==> config.mk <==
export PLATFORM = sky130hd
export DESIGN_NAME = switch_control_interface
export DESIGN_NICKNAME = d
export VERILOG_FILES = /design/src/pin_sync.v /design/src/switch_control_interface.v
export VERILOG_INCLUDE_DIRS = /design/src
export SDC_FILE = /design/constraint.sdc
export NUM_CORES = 1
export LEC_CHECK = 0
export BUFFER_PORTS_ARGS = -buffer_cell sky130_fd_sc_hd__buf_2
export CORE_UTILIZATION = 41
export DETAILED_ROUTE_END_ITERATION = 7
export HOLD_SLACK_MARGIN = 0.08
export SLEW_MARGIN = 20
export SYNTH_ARGS = -nofsm -noshare
export SYNTH_HDL_FRONTEND = slang
export SYNTH_SLANG_ARGS = --single-unit
==> constraint.sdc <==
create_clock -name mclk_i -period 2.4 [get_ports mclk_i]
set_input_delay 0.36 -clock mclk_i [delete_from_list [all_inputs] [get_ports mclk_i]]
set_output_delay 0.36 -clock mclk_i [all_outputs]
set_load 0.01 [all_outputs]
==> src/switch_ctrl_consts.vh <==
`ifndef SWITCH_CTRL_CONSTS_VH
`define SWITCH_CTRL_CONSTS_VH

// serial frame layout
`define FRAME_BITS        5'd16
`define ADDR_DONE_BITS    5'd8
`define DAISY_STAGE_BITS  8

// alignment byte sent at the head of every addressable frame
`define ALIGN_PATTERN     8'h25

// command word that moves the interface into daisy-chain mode
`define DAISY_ENTRY_CMD   16'h2500

// read/write indicator value meaning read
`define RW_READ           1'b1

// switch data register address and field positions
`define SWITCH_DATA_ADDR  7'h00
`define ERR_HI            7
`define ERR_LO            6
`define CTRL_HI           5
`define CTRL_LO           0
`define BRANCH_HI         3

// reset value of the writable part of the switch data register
`define SWITCH_CTRL_RESET 6'h00

// pin synchroniser depth
`define SYNC_STAGES       3

`endif
==> src/pin_sync.v <==
`timescale 1ns/1ps
// three-stage pin synchroniser; output moves only when stages two and three agree
module pin_sync #(
  parameter WIDTH = 1
) (
  input  wire             mclk_i,
  input  wire             resetn_i,
  input  wire [WIDTH-1:0] pin_i,
  output wire [WIDTH-1:0] level_o
);

  reg [WIDTH-1:0] stage1_reg;
  reg [WIDTH-1:0] stage2_reg;
  reg [WIDTH-1:0] stage3_reg;
  reg [WIDTH-1:0] level_reg;

  genvar g;

  always @(posedge mclk_i) begin
    if (!resetn_i) begin
      stage1_reg <= {WIDTH{1'b0}};
      stage2_reg <= {WIDTH{1'b0}};
      stage3_reg <= {WIDTH{1'b0}};
    end else begin
      stage1_reg <= pin_i;
      stage2_reg <= stage1_reg;
      stage3_reg <= stage2_reg;
    end
  end

  // stage one feeds only stage two; agreement filter looks at two and three
  generate
    for (g = 0; g < WIDTH; g = g + 1) begin : bit_filter
      always @(posedge mclk_i) begin
        if (!resetn_i) begin
          level_reg[g] <= 1'b0;
        end else if (stage2_reg[g] == stage3_reg[g]) begin
          level_reg[g] <= stage3_reg[g];
        end
      end
    end
  endgenerate

  assign level_o = level_reg;

endmodule

==> src/switch_control_interface.v <==
`timescale 1ns/1ps
`include "switch_ctrl_consts.vh"
module switch_control_interface (
  input  wire       mclk_i,
  input  wire       resetn_i,
  input  wire       serial_sel_i,
  input  wire       path_ctrl_1_i,
  input  wire       path_ctrl_2_i,
  input  wire       path_ctrl_3_i,
  input  wire       path_ctrl_4_i,
  output wire       path_ctrl_4_o,
  output wire       path_ctrl_4_oe_n_o,
  input  wire [1:0] config_error_i,
  output wire [3:0] branch_on_o,
  output wire       daisy_mode_o
);

  // synchronised pin levels
  wire [4:0] pins_sync;
  wire       sel_s;
  wire       sdi_s;
  wire       csn_s;
  wire       sclk_s;
  wire [3:0] par_s;

  pin_sync #(
    .WIDTH (5)
  ) u_pin_sync (
    .mclk_i   (mclk_i),
    .resetn_i (resetn_i),
    .pin_i    ({serial_sel_i, path_ctrl_4_i, path_ctrl_3_i, path_ctrl_2_i, path_ctrl_1_i}),
    .level_o  (pins_sync)
  );

  // pin 1 carries SDI, pin 2 chip select, pin 3 SCLK in serial mode
  assign sel_s  = pins_sync[4];
  assign par_s  = pins_sync[3:0];
  assign sdi_s  = pins_sync[0];
  assign csn_s  = pins_sync[1];
  assign sclk_s = pins_sync[2];

  // state
  reg        csn_prev_reg;
  reg        sclk_prev_reg;
  reg        daisy_reg;
  reg [4:0]  rise_cnt_reg;
  reg [15:0] rx_sr_reg;
  reg        rw_reg;
  reg [6:0]  addr_reg;
  reg [7:0]  tx_sr_reg;
  reg        sdo_reg;
  reg [7:0]  chain_sr_reg;
  reg        chain_out_reg;
  reg [5:0]  ctrl_reg;
  reg [1:0]  err_reg;
  reg        err_caught_reg;
  reg [3:0]  branch_reg;

  // next values
  reg [4:0]  rise_cnt_next;
  reg [15:0] rx_sr_next;
  reg        rw_next;
  reg [6:0]  addr_next;
  reg [7:0]  tx_sr_next;
  reg        sdo_next;
  reg [7:0]  chain_sr_next;
  reg        chain_out_next;
  reg [5:0]  ctrl_next;
  reg        daisy_next;

  wire       serial_on;
  wire       frame_on;
  wire       cs_fall;
  wire       cs_rise;
  wire       sclk_rise;
  wire       sclk_fall;
  wire [7:0] read_data;
  wire [15:0] rx_word;

  assign serial_on = sel_s;
  assign frame_on  = serial_on & ~csn_s;
  assign cs_fall   = serial_on & csn_prev_reg & ~csn_s;
  assign cs_rise   = serial_on & ~csn_prev_reg & csn_s;
  // edges on a 10 MHz SCLK are spaced far beyond the synchroniser delay
  assign sclk_rise = frame_on & ~sclk_prev_reg & sclk_s;
  assign sclk_fall = frame_on & sclk_prev_reg & ~sclk_s;

  assign read_data = {err_reg, ctrl_reg};
  assign rx_word   = {rx_sr_reg[14:0], sdi_s};

  always @* begin
    rise_cnt_next  = rise_cnt_reg;
    rx_sr_next     = rx_sr_reg;
    rw_next        = rw_reg;
    addr_next      = addr_reg;
    tx_sr_next     = tx_sr_reg;
    sdo_next       = sdo_reg;
    chain_sr_next  = chain_sr_reg;
    chain_out_next = chain_out_reg;
    ctrl_next      = ctrl_reg;
    daisy_next     = daisy_reg;

    if (!daisy_reg) begin
      if (cs_fall) begin
        // alignment byte leaves on the select edge itself in mode 0
        rise_cnt_next = 5'd0;
        tx_sr_next    = `ALIGN_PATTERN;
        sdo_next      = tx_sr_next[7];
      end else begin
        if (sclk_rise && (rise_cnt_reg != `FRAME_BITS)) begin
          rx_sr_next    = rx_word;
          rise_cnt_next = rise_cnt_reg + 5'd1;
          if (rise_cnt_next == `ADDR_DONE_BITS) begin
            rw_next   = rx_word[7];
            addr_next = rx_word[6:0];
          end
          if (rise_cnt_next == `FRAME_BITS) begin
            // entry command takes precedence over its write meaning
            if (rx_word == `DAISY_ENTRY_CMD) begin
              daisy_next    = 1'b1;
              chain_sr_next = 8'h00;
              chain_out_next = 1'b0;
            end else if ((rw_reg != `RW_READ) &&
                         (addr_reg == `SWITCH_DATA_ADDR)) begin
              ctrl_next = rx_word[`CTRL_HI:`CTRL_LO];
            end
          end
        end
        // mode 3: no rise yet, so the first fall is skipped
        if (sclk_fall && (rise_cnt_reg != 5'd0)) begin
          if (rise_cnt_reg == `ADDR_DONE_BITS) begin
            if ((rw_reg == `RW_READ) && (addr_reg == `SWITCH_DATA_ADDR)) begin
              tx_sr_next = read_data;
            end else begin
              // zeros after the alignment byte pass the entry command on
              tx_sr_next = 8'h00;
            end
          end else begin
            tx_sr_next = {tx_sr_reg[6:0], 1'b0};
          end
          sdo_next = tx_sr_next[7];
        end
      end
    end else begin
      if (cs_fall) begin
        sdo_next = chain_out_reg;
      end
      if (sclk_rise) begin
        // bit leaving after this shift, so downstream sees it eight rises later
        chain_out_next = chain_sr_reg[6];
        chain_sr_next  = {chain_sr_reg[6:0], sdi_s};
      end
      if (sclk_fall) begin
        sdo_next = chain_out_reg;
      end
      if (cs_rise) begin
        // partial byte counts still load the most recent six bits
        ctrl_next = chain_sr_reg[`CTRL_HI:`CTRL_LO];
      end
    end
  end

  always @(posedge mclk_i) begin
    if (!resetn_i) begin
      csn_prev_reg   <= 1'b1;
      sclk_prev_reg  <= 1'b0;
      daisy_reg      <= 1'b0;
      rise_cnt_reg   <= 5'd0;
      rx_sr_reg      <= 16'h0000;
      rw_reg         <= 1'b0;
      addr_reg       <= 7'h00;
      tx_sr_reg      <= 8'h00;
      sdo_reg        <= 1'b0;
      chain_sr_reg   <= 8'h00;
      chain_out_reg  <= 1'b0;
      ctrl_reg       <= `SWITCH_CTRL_RESET;
    end else begin
      csn_prev_reg   <= csn_s;
      sclk_prev_reg  <= sclk_s;
      daisy_reg      <= daisy_next;
      rise_cnt_reg   <= rise_cnt_next;
      rx_sr_reg      <= rx_sr_next;
      rw_reg         <= rw_next;
      addr_reg       <= addr_next;
      tx_sr_reg      <= tx_sr_next;
      sdo_reg        <= sdo_next;
      chain_sr_reg   <= chain_sr_next;
      chain_out_reg  <= chain_out_next;
      ctrl_reg       <= ctrl_next;
    end
  end

  // configuration error caught once, on the first edge after reset release
  always @(posedge mclk_i) begin
    if (!resetn_i) begin
      err_reg        <= 2'b00;
      err_caught_reg <= 1'b0;
    end else if (!err_caught_reg) begin
      err_reg        <= config_error_i;
      err_caught_reg <= 1'b1;
    end
  end

  // branch drive: each bit independent, so all sixteen patterns are legal
  always @(posedge mclk_i) begin
    if (!resetn_i) begin
      branch_reg <= 4'h0;
    end else if (serial_on) begin
      branch_reg <= ctrl_reg[`BRANCH_HI:0];
    end else begin
      branch_reg <= par_s;
    end
  end

  assign branch_on_o        = branch_reg;
  assign daisy_mode_o       = daisy_reg;
  assign path_ctrl_4_o      = sdo_reg;
  // driven only inside a serial frame; released otherwise
  assign path_ctrl_4_oe_n_o = ~frame_on;

endmodule

==> results.toml, run 1 <==
[synthesis]
synth_nets = 367
post_synth_num_cell_types = 55
yosys.area.top_type_share_pct = 46.8
syn_area_sq_mm = 0.00342
synth_most_common_cell = "dfxtp_1"
synth_edf_count = 0
ys_top_cells_by_area = "dfxtp_1 (47%), a21boi_0 (4.8%), nand2_1 (4.8%), mux2i_1 (4.1%), and2_1 (3.7%)"
synth-async-reset-ratio_pct = 0
yosys.area.top_type = "dfxtp_1"
syn-instance-count = 355
avgSynthCellArea_sq_um = 9.64
synth_warnings = 0
synth_top_cells_by_count = "dfxtp_1 (80), nand2_1 (44), a21boi_0 (22)"
ys_ff_latch = 80
synth_top_flop_cell = "dfxtp_1"
ys_seq_area_share_pct = 46.8

[floorplan]
num_rows = 32
die_y_um = 93.4
start_util_pct = 43.4
io_pins = 16
die_w_um = 93.4
die_area_sq_mm = 0.00872
core_sq_mm = 0.00789

[sta]
fin_crit_ns = 2.16
finalSetupTns_ns = 0
whs_ns = 0.205
finalSetupViolations = 0
drv_slew = 0
slew_headroom_pct = 67.5
tightest_slew_ns = 0.485
hold_violations = 0
rsz0062_at_grt = "no"
clock_skew_ns = 0.0127
period_share_pct = 90.2
fmaxAchievable_mhz = 462

[route]
vias_per_cell = 5.29
wl_per_cell_um = 14.3
first_iter_violations = 116
firstDrtPassIters = 4
drt-total-wl_um = 6840
drc = 0
via_count = 2521
ant_nets = 0

[worst_setup_path]
startpoint = "rise_cnt_reg[0]"
rr_worst_depth = 6
regToRegEndpoint = "chain_out_reg"
crit_fanout = 7
regToRegStartpoint = "rise_cnt_reg[0]"
crit_end = "chain_out_reg"
cp-end-kind = "flip-flop"
start_kind = "flip-flop"
path_class = "reg2reg"
cp_data_required_time_ns = 2.65
r2r_setup_slack_ns = 0.24
crit_arrival_ns = 2.41

[placement]
hpwl_um = 4680
gp_congestion = 0.779
port-buffer-count = 15
dpl.cell_count = 461

[final_layout]
fin_cells = 477
largest_reg_flops = 15
drive_gt1_share_pct = 13.9
area_delta_synth_final_pct = 13.2
regArea_sq_mm = 0.00160
n_antenna_cell = 0
nFillCells = 745
multi_input_area_sq_mm = 0.00169
fin_nets = 382

[global_route]
grt_pass1_wl_um = 11400
grt_pass1_vias = 2359
grt_use_total_pct = 16.9
grt-ovfl-total = 0
grt_max_degree = 35
antenna_found_initial = 0

[cts]
cts_sinks = 80
cts_setup_buffers = 0
htreeDepth = 3
cts_hold_buf = 0
cts-resized-gates = 0
clk_pin_slew_ns = 0.09
cts_tree = "yes"
clockBufferDepth = 2
root_buffer = "clkbuf_8"
clk_latency_ns = 0.35
cts_buffers = 9

[status]
status = "finished, final reports clean"

[power_and_ir_drop]
p_leak_nw = 1.32
ir_worst_vdd_uv = 269
powerDensity_mw_per_mm2 = 699

[worst_hold_path]
hold_depth = 2
hp-class = "in2reg"

[flow_run]
max-cap-violations = 0
-- layout make-up --
cell class / count / share of cell area (%)
clock buffer: 11 / 3.65
clock inverter: 5 / 3.29
inverter: 13 / 1.26
multi-input combinational: 242 / 43.5
sequential: 80 / 41.3
tap: 102 / 3.29
timing repair buffer: 24 / 3.68
-- metrics by stage --
| stage | area [sq um] | total power, W | setup slack, ns | utilization, % |
|---|---|---|---|---|
| 3_3_place_gp | 3610 | 0.00143 | 0.317 | 45.7 |
| 4_1_cts | 3870 | 0.00274 | 0.223 | 49.1 |
| 6_report | 3870 | 0.00271 | 0.236 | 49.1 |
| 3_5_place_dp | 3610 | 0.00144 | 0.224 | 45.7 |
| 2_1_floorplan | 3420 | 0.00142 | 0.429 | - |
| 5_1_grt | 3870 | 0.00280 | 0.0882 | 49.1 |
-- cells in the final DEF, fill, tap and decap left out, types with 3 or more instances in the layout --
cell       instances
dfxtp_1           80
a211oi_1           6
inv_1             13
a21oi_1            5
nor4b_1            3
o22ai_1            4
a21boi_0          22
o21ai_0            8
and2_1            20
a211oi_2           5
clkbuf_8          10
bufinv_16          4
nor2b_1           18
buf_2             15
a22oi_1            8
nor4_1             3
nand2b_1           5
a32o_1             6
nand2_1           44
mux2i_1           14
nand3b_1           9
nor3_1             4
nand4_1            3
nand3_1            4
buf_4              9
and3_1             3
o211ai_1           5
ha_1               3
or3_1              4
nor2_1             6
-- power breakdown --
| part | switching [W] | internal, W | leakage [nW] |
|---|---|---|---|
| Sequential | 0.00000739 | 0.00134 | 0.648 |
| Combinational | 0.0000284 | 0.0000272 | 0.541 |
| Clock | 0.000481 | 0.000825 | 0.130 |
| Total | 0.000517 | 0.00219 | 1.32 |
-- critical path: stages, from the launching register on --
cell      delay, ns
dfxtp_1        0.44
ha_1           0.26
and2_1         0.18
nand2_1        0.09
o32a_1         0.40
o31a_1         0.40
a2bb2o_1       0.30
-- worst min-delay path by stage --
stage | end | startpoint
4_1_cts | u_pin_sync.stage1_reg[1] | path_ctrl_2_i
6_report | u_pin_sync.stage1_reg[1] | path_ctrl_2_i
3_3_place_gp | u_pin_sync.stage2_reg[4] | u_pin_sync.stage1_reg[4]
3_5_place_dp | u_pin_sync.stage2_reg[4] | u_pin_sync.stage1_reg[4]
5_1_grt | u_pin_sync.stage1_reg[2] | path_ctrl_3_i
2_1_floorplan | err_caught_reg | resetn_i
-- layer usage --
layer | share of wire (%) | track usage, % | up-vias
li1 | - | - | 1296
met1 | 52 | 23.0 | 1183
met2 | 44 | 25.9 | 32
met3 | 2.4 | 3.01 | 10
met4 | 1.8 | 7.69 | 0
met5 | 0 | 0 | -
-- cells by family after synthesis --
family          count (synthesis)  share of synthesized area, %
buf+inv                        33                          3.95
fa+ha+maj                       3                          1.10
mux                            14                          4.09
flops                          80                          46.8
compound gates                 84                          19.2
simple gates                  141                          24.8
Note: power is estimated with default switching activity, not from simulation.
==> run 2, diff against run 1 <==
--- a/config.mk
+++ b/config.mk
@@ -7,9 +7,10 @@
 export NUM_CORES = 1
 export LEC_CHECK = 0
 export BUFFER_PORTS_ARGS = -buffer_cell sky130_fd_sc_hd__buf_2
-export CORE_UTILIZATION = 41
+export CORE_UTILIZATION = 60
 export DETAILED_ROUTE_END_ITERATION = 7
 export HOLD_SLACK_MARGIN = 0.08
+export PLACE_DENSITY = 0.78
 export SLEW_MARGIN = 20
 export SYNTH_ARGS = -nofsm -noshare
 export SYNTH_HDL_FRONTEND = slang
==> constraint.sdc (replaced) <==
create_clock -name mclk_i -period 2.4 [get_ports mclk_i]
set_input_delay 0.48 -clock mclk_i [delete_from_list [all_inputs] [get_ports mclk_i]]
set_output_delay 0.48 -clock mclk_i [all_outputs]
set_load 0.01 [all_outputs]
==> run 2 against run 1 <==
  * Utilization grew 19 points
  * Wire length shrank 0.80%
  * Register-to-register slack is essentially flat
  * Via count grew 3.3%
  * Maximum frequency shrank 0.29%
  * Cell area shrank 3.4%
  * Die area shrank 31%
  * Sequential power is essentially flat
  * Global-route usage grew 7.9 points
  * Critical endpoint is now addr_reg[5]
==> results.toml, run 2 (same netlist as run 1, synthesis figures left out) <==
[sta]
finalSetupTns_ns = 0
drv_slew = 0
clock_skew_ns = 0.00906
fmaxAchievable_mhz = 461
fin_crit_ns = 2.17
rsz0062_at_grt = "no"
tightest_slew_ns = 0.603
slew_headroom_pct = 59.8
whs_ns = 0.331
period_share_pct = 90.4
finalSetupViolations = 0
hold_violations = 0

[route]
ant_nets = 0
drt-total-wl_um = 6780
via_count = 2605
first_iter_violations = 189
wl_per_cell_um = 15.1
firstDrtPassIters = 4
vias_per_cell = 5.81
drc = 0

[worst_setup_path]
crit_arrival_ns = 2.41
worstPathCellList = "ha_1 -> and2_1 -> or4b_4 -> a31oi_4 -> mux2i_1 -> nor2b_1"
cp-end-kind = "flip-flop"
cp.buffers_inverters = 0
crit_family = "simple AND/OR/NAND/NOR gates"
path_class = "reg2reg"
crit_fanout = 8
cpPeakStageDelay_ns = 0.48
start_kind = "flip-flop"
cp_data_required_time_ns = 2.64
cp_slowest_cell = "or4b_4"

[floorplan]
die_y_um = 77.5
die_w_um = 77.5
start_util_pct = 62.1
die_area_sq_mm = 0.00601
num_rows = 27
core_sq_mm = 0.00551
io_pins = 16

[final_layout]
final_common_cell = "dfxtp_1"
largest_reg_flops = 15
drive_gt1_share_pct = 13.6
regArea_sq_mm = 0.00160
multi_input_area_sq_mm = 0.00169
final_cell_mix = "dfxtp_1 (80), nand2_1 (44), a21boi_0 (22), and2_1 (20), nor2b_1 (18)"
n_antenna_cell = 0
nFillCells = 448
area_delta_synth_final_pct = 9.36
fin_nets = 383
finalInstanceArea_sq_mm = 0.00374

[power_and_ir_drop]
p_leak_nw = 1.28
powerDensity_mw_per_mm2 = 607
p_comb_share_pct = 2.4
p_sw_share_pct = 22.1
power.share.clock_pct = 38.3
internal_power_w = 0.00177
ir_worst_vdd_uv = 494
p_seq_share_pct = 59.3
power_switching_w = 0.000503

[status]
status = "finished, final reports clean"

[placement]
port-buffer-count = 15
hpwl_um = 4690
gp_congestion = 0.858
place_area_sq_mm = 0.00358

[global_route]
use_met3_pct = 5.88
grt_pass1_wl_um = 11600
grt_use_met2_pct = 37.4
grt_max_degree = 39
use_met1_pct = 33.8
antenna_found_initial = 0
grt-ovfl-total = 0
grt_pass1_vias = 2448
grt_use_total_pct = 24.8
busiest_layer = "met2"

[cts]
clk_pin_slew_ns = 0.08
clockBufferDepth = 2
cts_tree = "yes"
cts-resized-gates = 0
cts_buffers = 9
root_buffer = "clkbuf_8"
cts_hold_buf = 0
cts_sinks = 80
clk_latency_ns = 0.35
cts_setup_buffers = 0
htreeDepth = 3

[worst_hold_path]
hp-class = "in2reg"

[flow_run]
max-cap-violations = 0
-- run 2: power by group through the flow --
| stage | Sequential, W | Combinational [W] | Clock (W) |
|---|---|---|---|
| after global routing | 0.00135 | 0.0000615 | 0.000936 |
| after global placement | 0.00138 | 0.0000539 | 0 |
| after floorplan | 0.00138 | 0.0000430 | 0 |
| final | 0.00135 | 0.0000549 | 0.000870 |
| after CTS | 0.00135 | 0.0000559 | 0.000881 |
| after detailed placement | 0.00138 | 0.0000556 | 0 |
-- run 2: final cells by class --
cell class	instances	area share, %
Multi-Input combinational cell	242	45.0
Timing Repair Buffer	25	4.01
Inverter	13	1.30
Sequential cell	80	42.8
Tap cell	72	2.41
Clock inverter	3	0.468
Clock buffer	13	3.98
-- run 2: through the flow --
stage / utilization, % / power [W] / instances / setup WS [ns]
floorplan: - / 0.00142 / 355 / 0.429
global route: 68.0 / 0.00235 / 448 / 0.0316
finish: 68.0 / 0.00227 / 448 / 0.229
CTS: 68.0 / 0.00228 / 448 / 0.234
detailed placement: 64.9 / 0.00143 / 432 / 0.252
global placement: 64.9 / 0.00143 / 432 / 0.324
-- run 2: worst paths after layout --
kind / cells after the start / slack (ns) / endpoint / start
max: 6 / 0.23 / addr_reg[5] / rise_cnt_reg[0]
min: 2 / 0.33 / u_pin_sync.stage1_reg[3] / path_ctrl_4_i
min reg2reg: 1 / 0.44 / u_pin_sync.stage2_reg[2] / u_pin_sync.stage1_reg[2]
max reg2reg: 6 / 0.23 / addr_reg[5] / rise_cnt_reg[0]
-- run 2: layer usage --
| metal | routed length [um] | part of all wire (%) | vias up |
|---|---|---|---|
| met4 | 136 | 2.0 | 0 |
| met3 | 286 | 4.2 | 13 |
| li1 | - | - | 1298 |
| met2 | 3130 | 46 | 61 |
| met5 | 0 | 0 | - |
| met1 | 3230 | 48 | 1233 |
-- run 2: worst register-to-register path, stage by stage (launching register included) --
cell,delay [ns]
dfxtp_1,0.45
ha_1,0.26
and2_1,0.17
or4b_4,0.48
a31oi_4,0.38
mux2i_1,0.27
nor2b_1,0.06
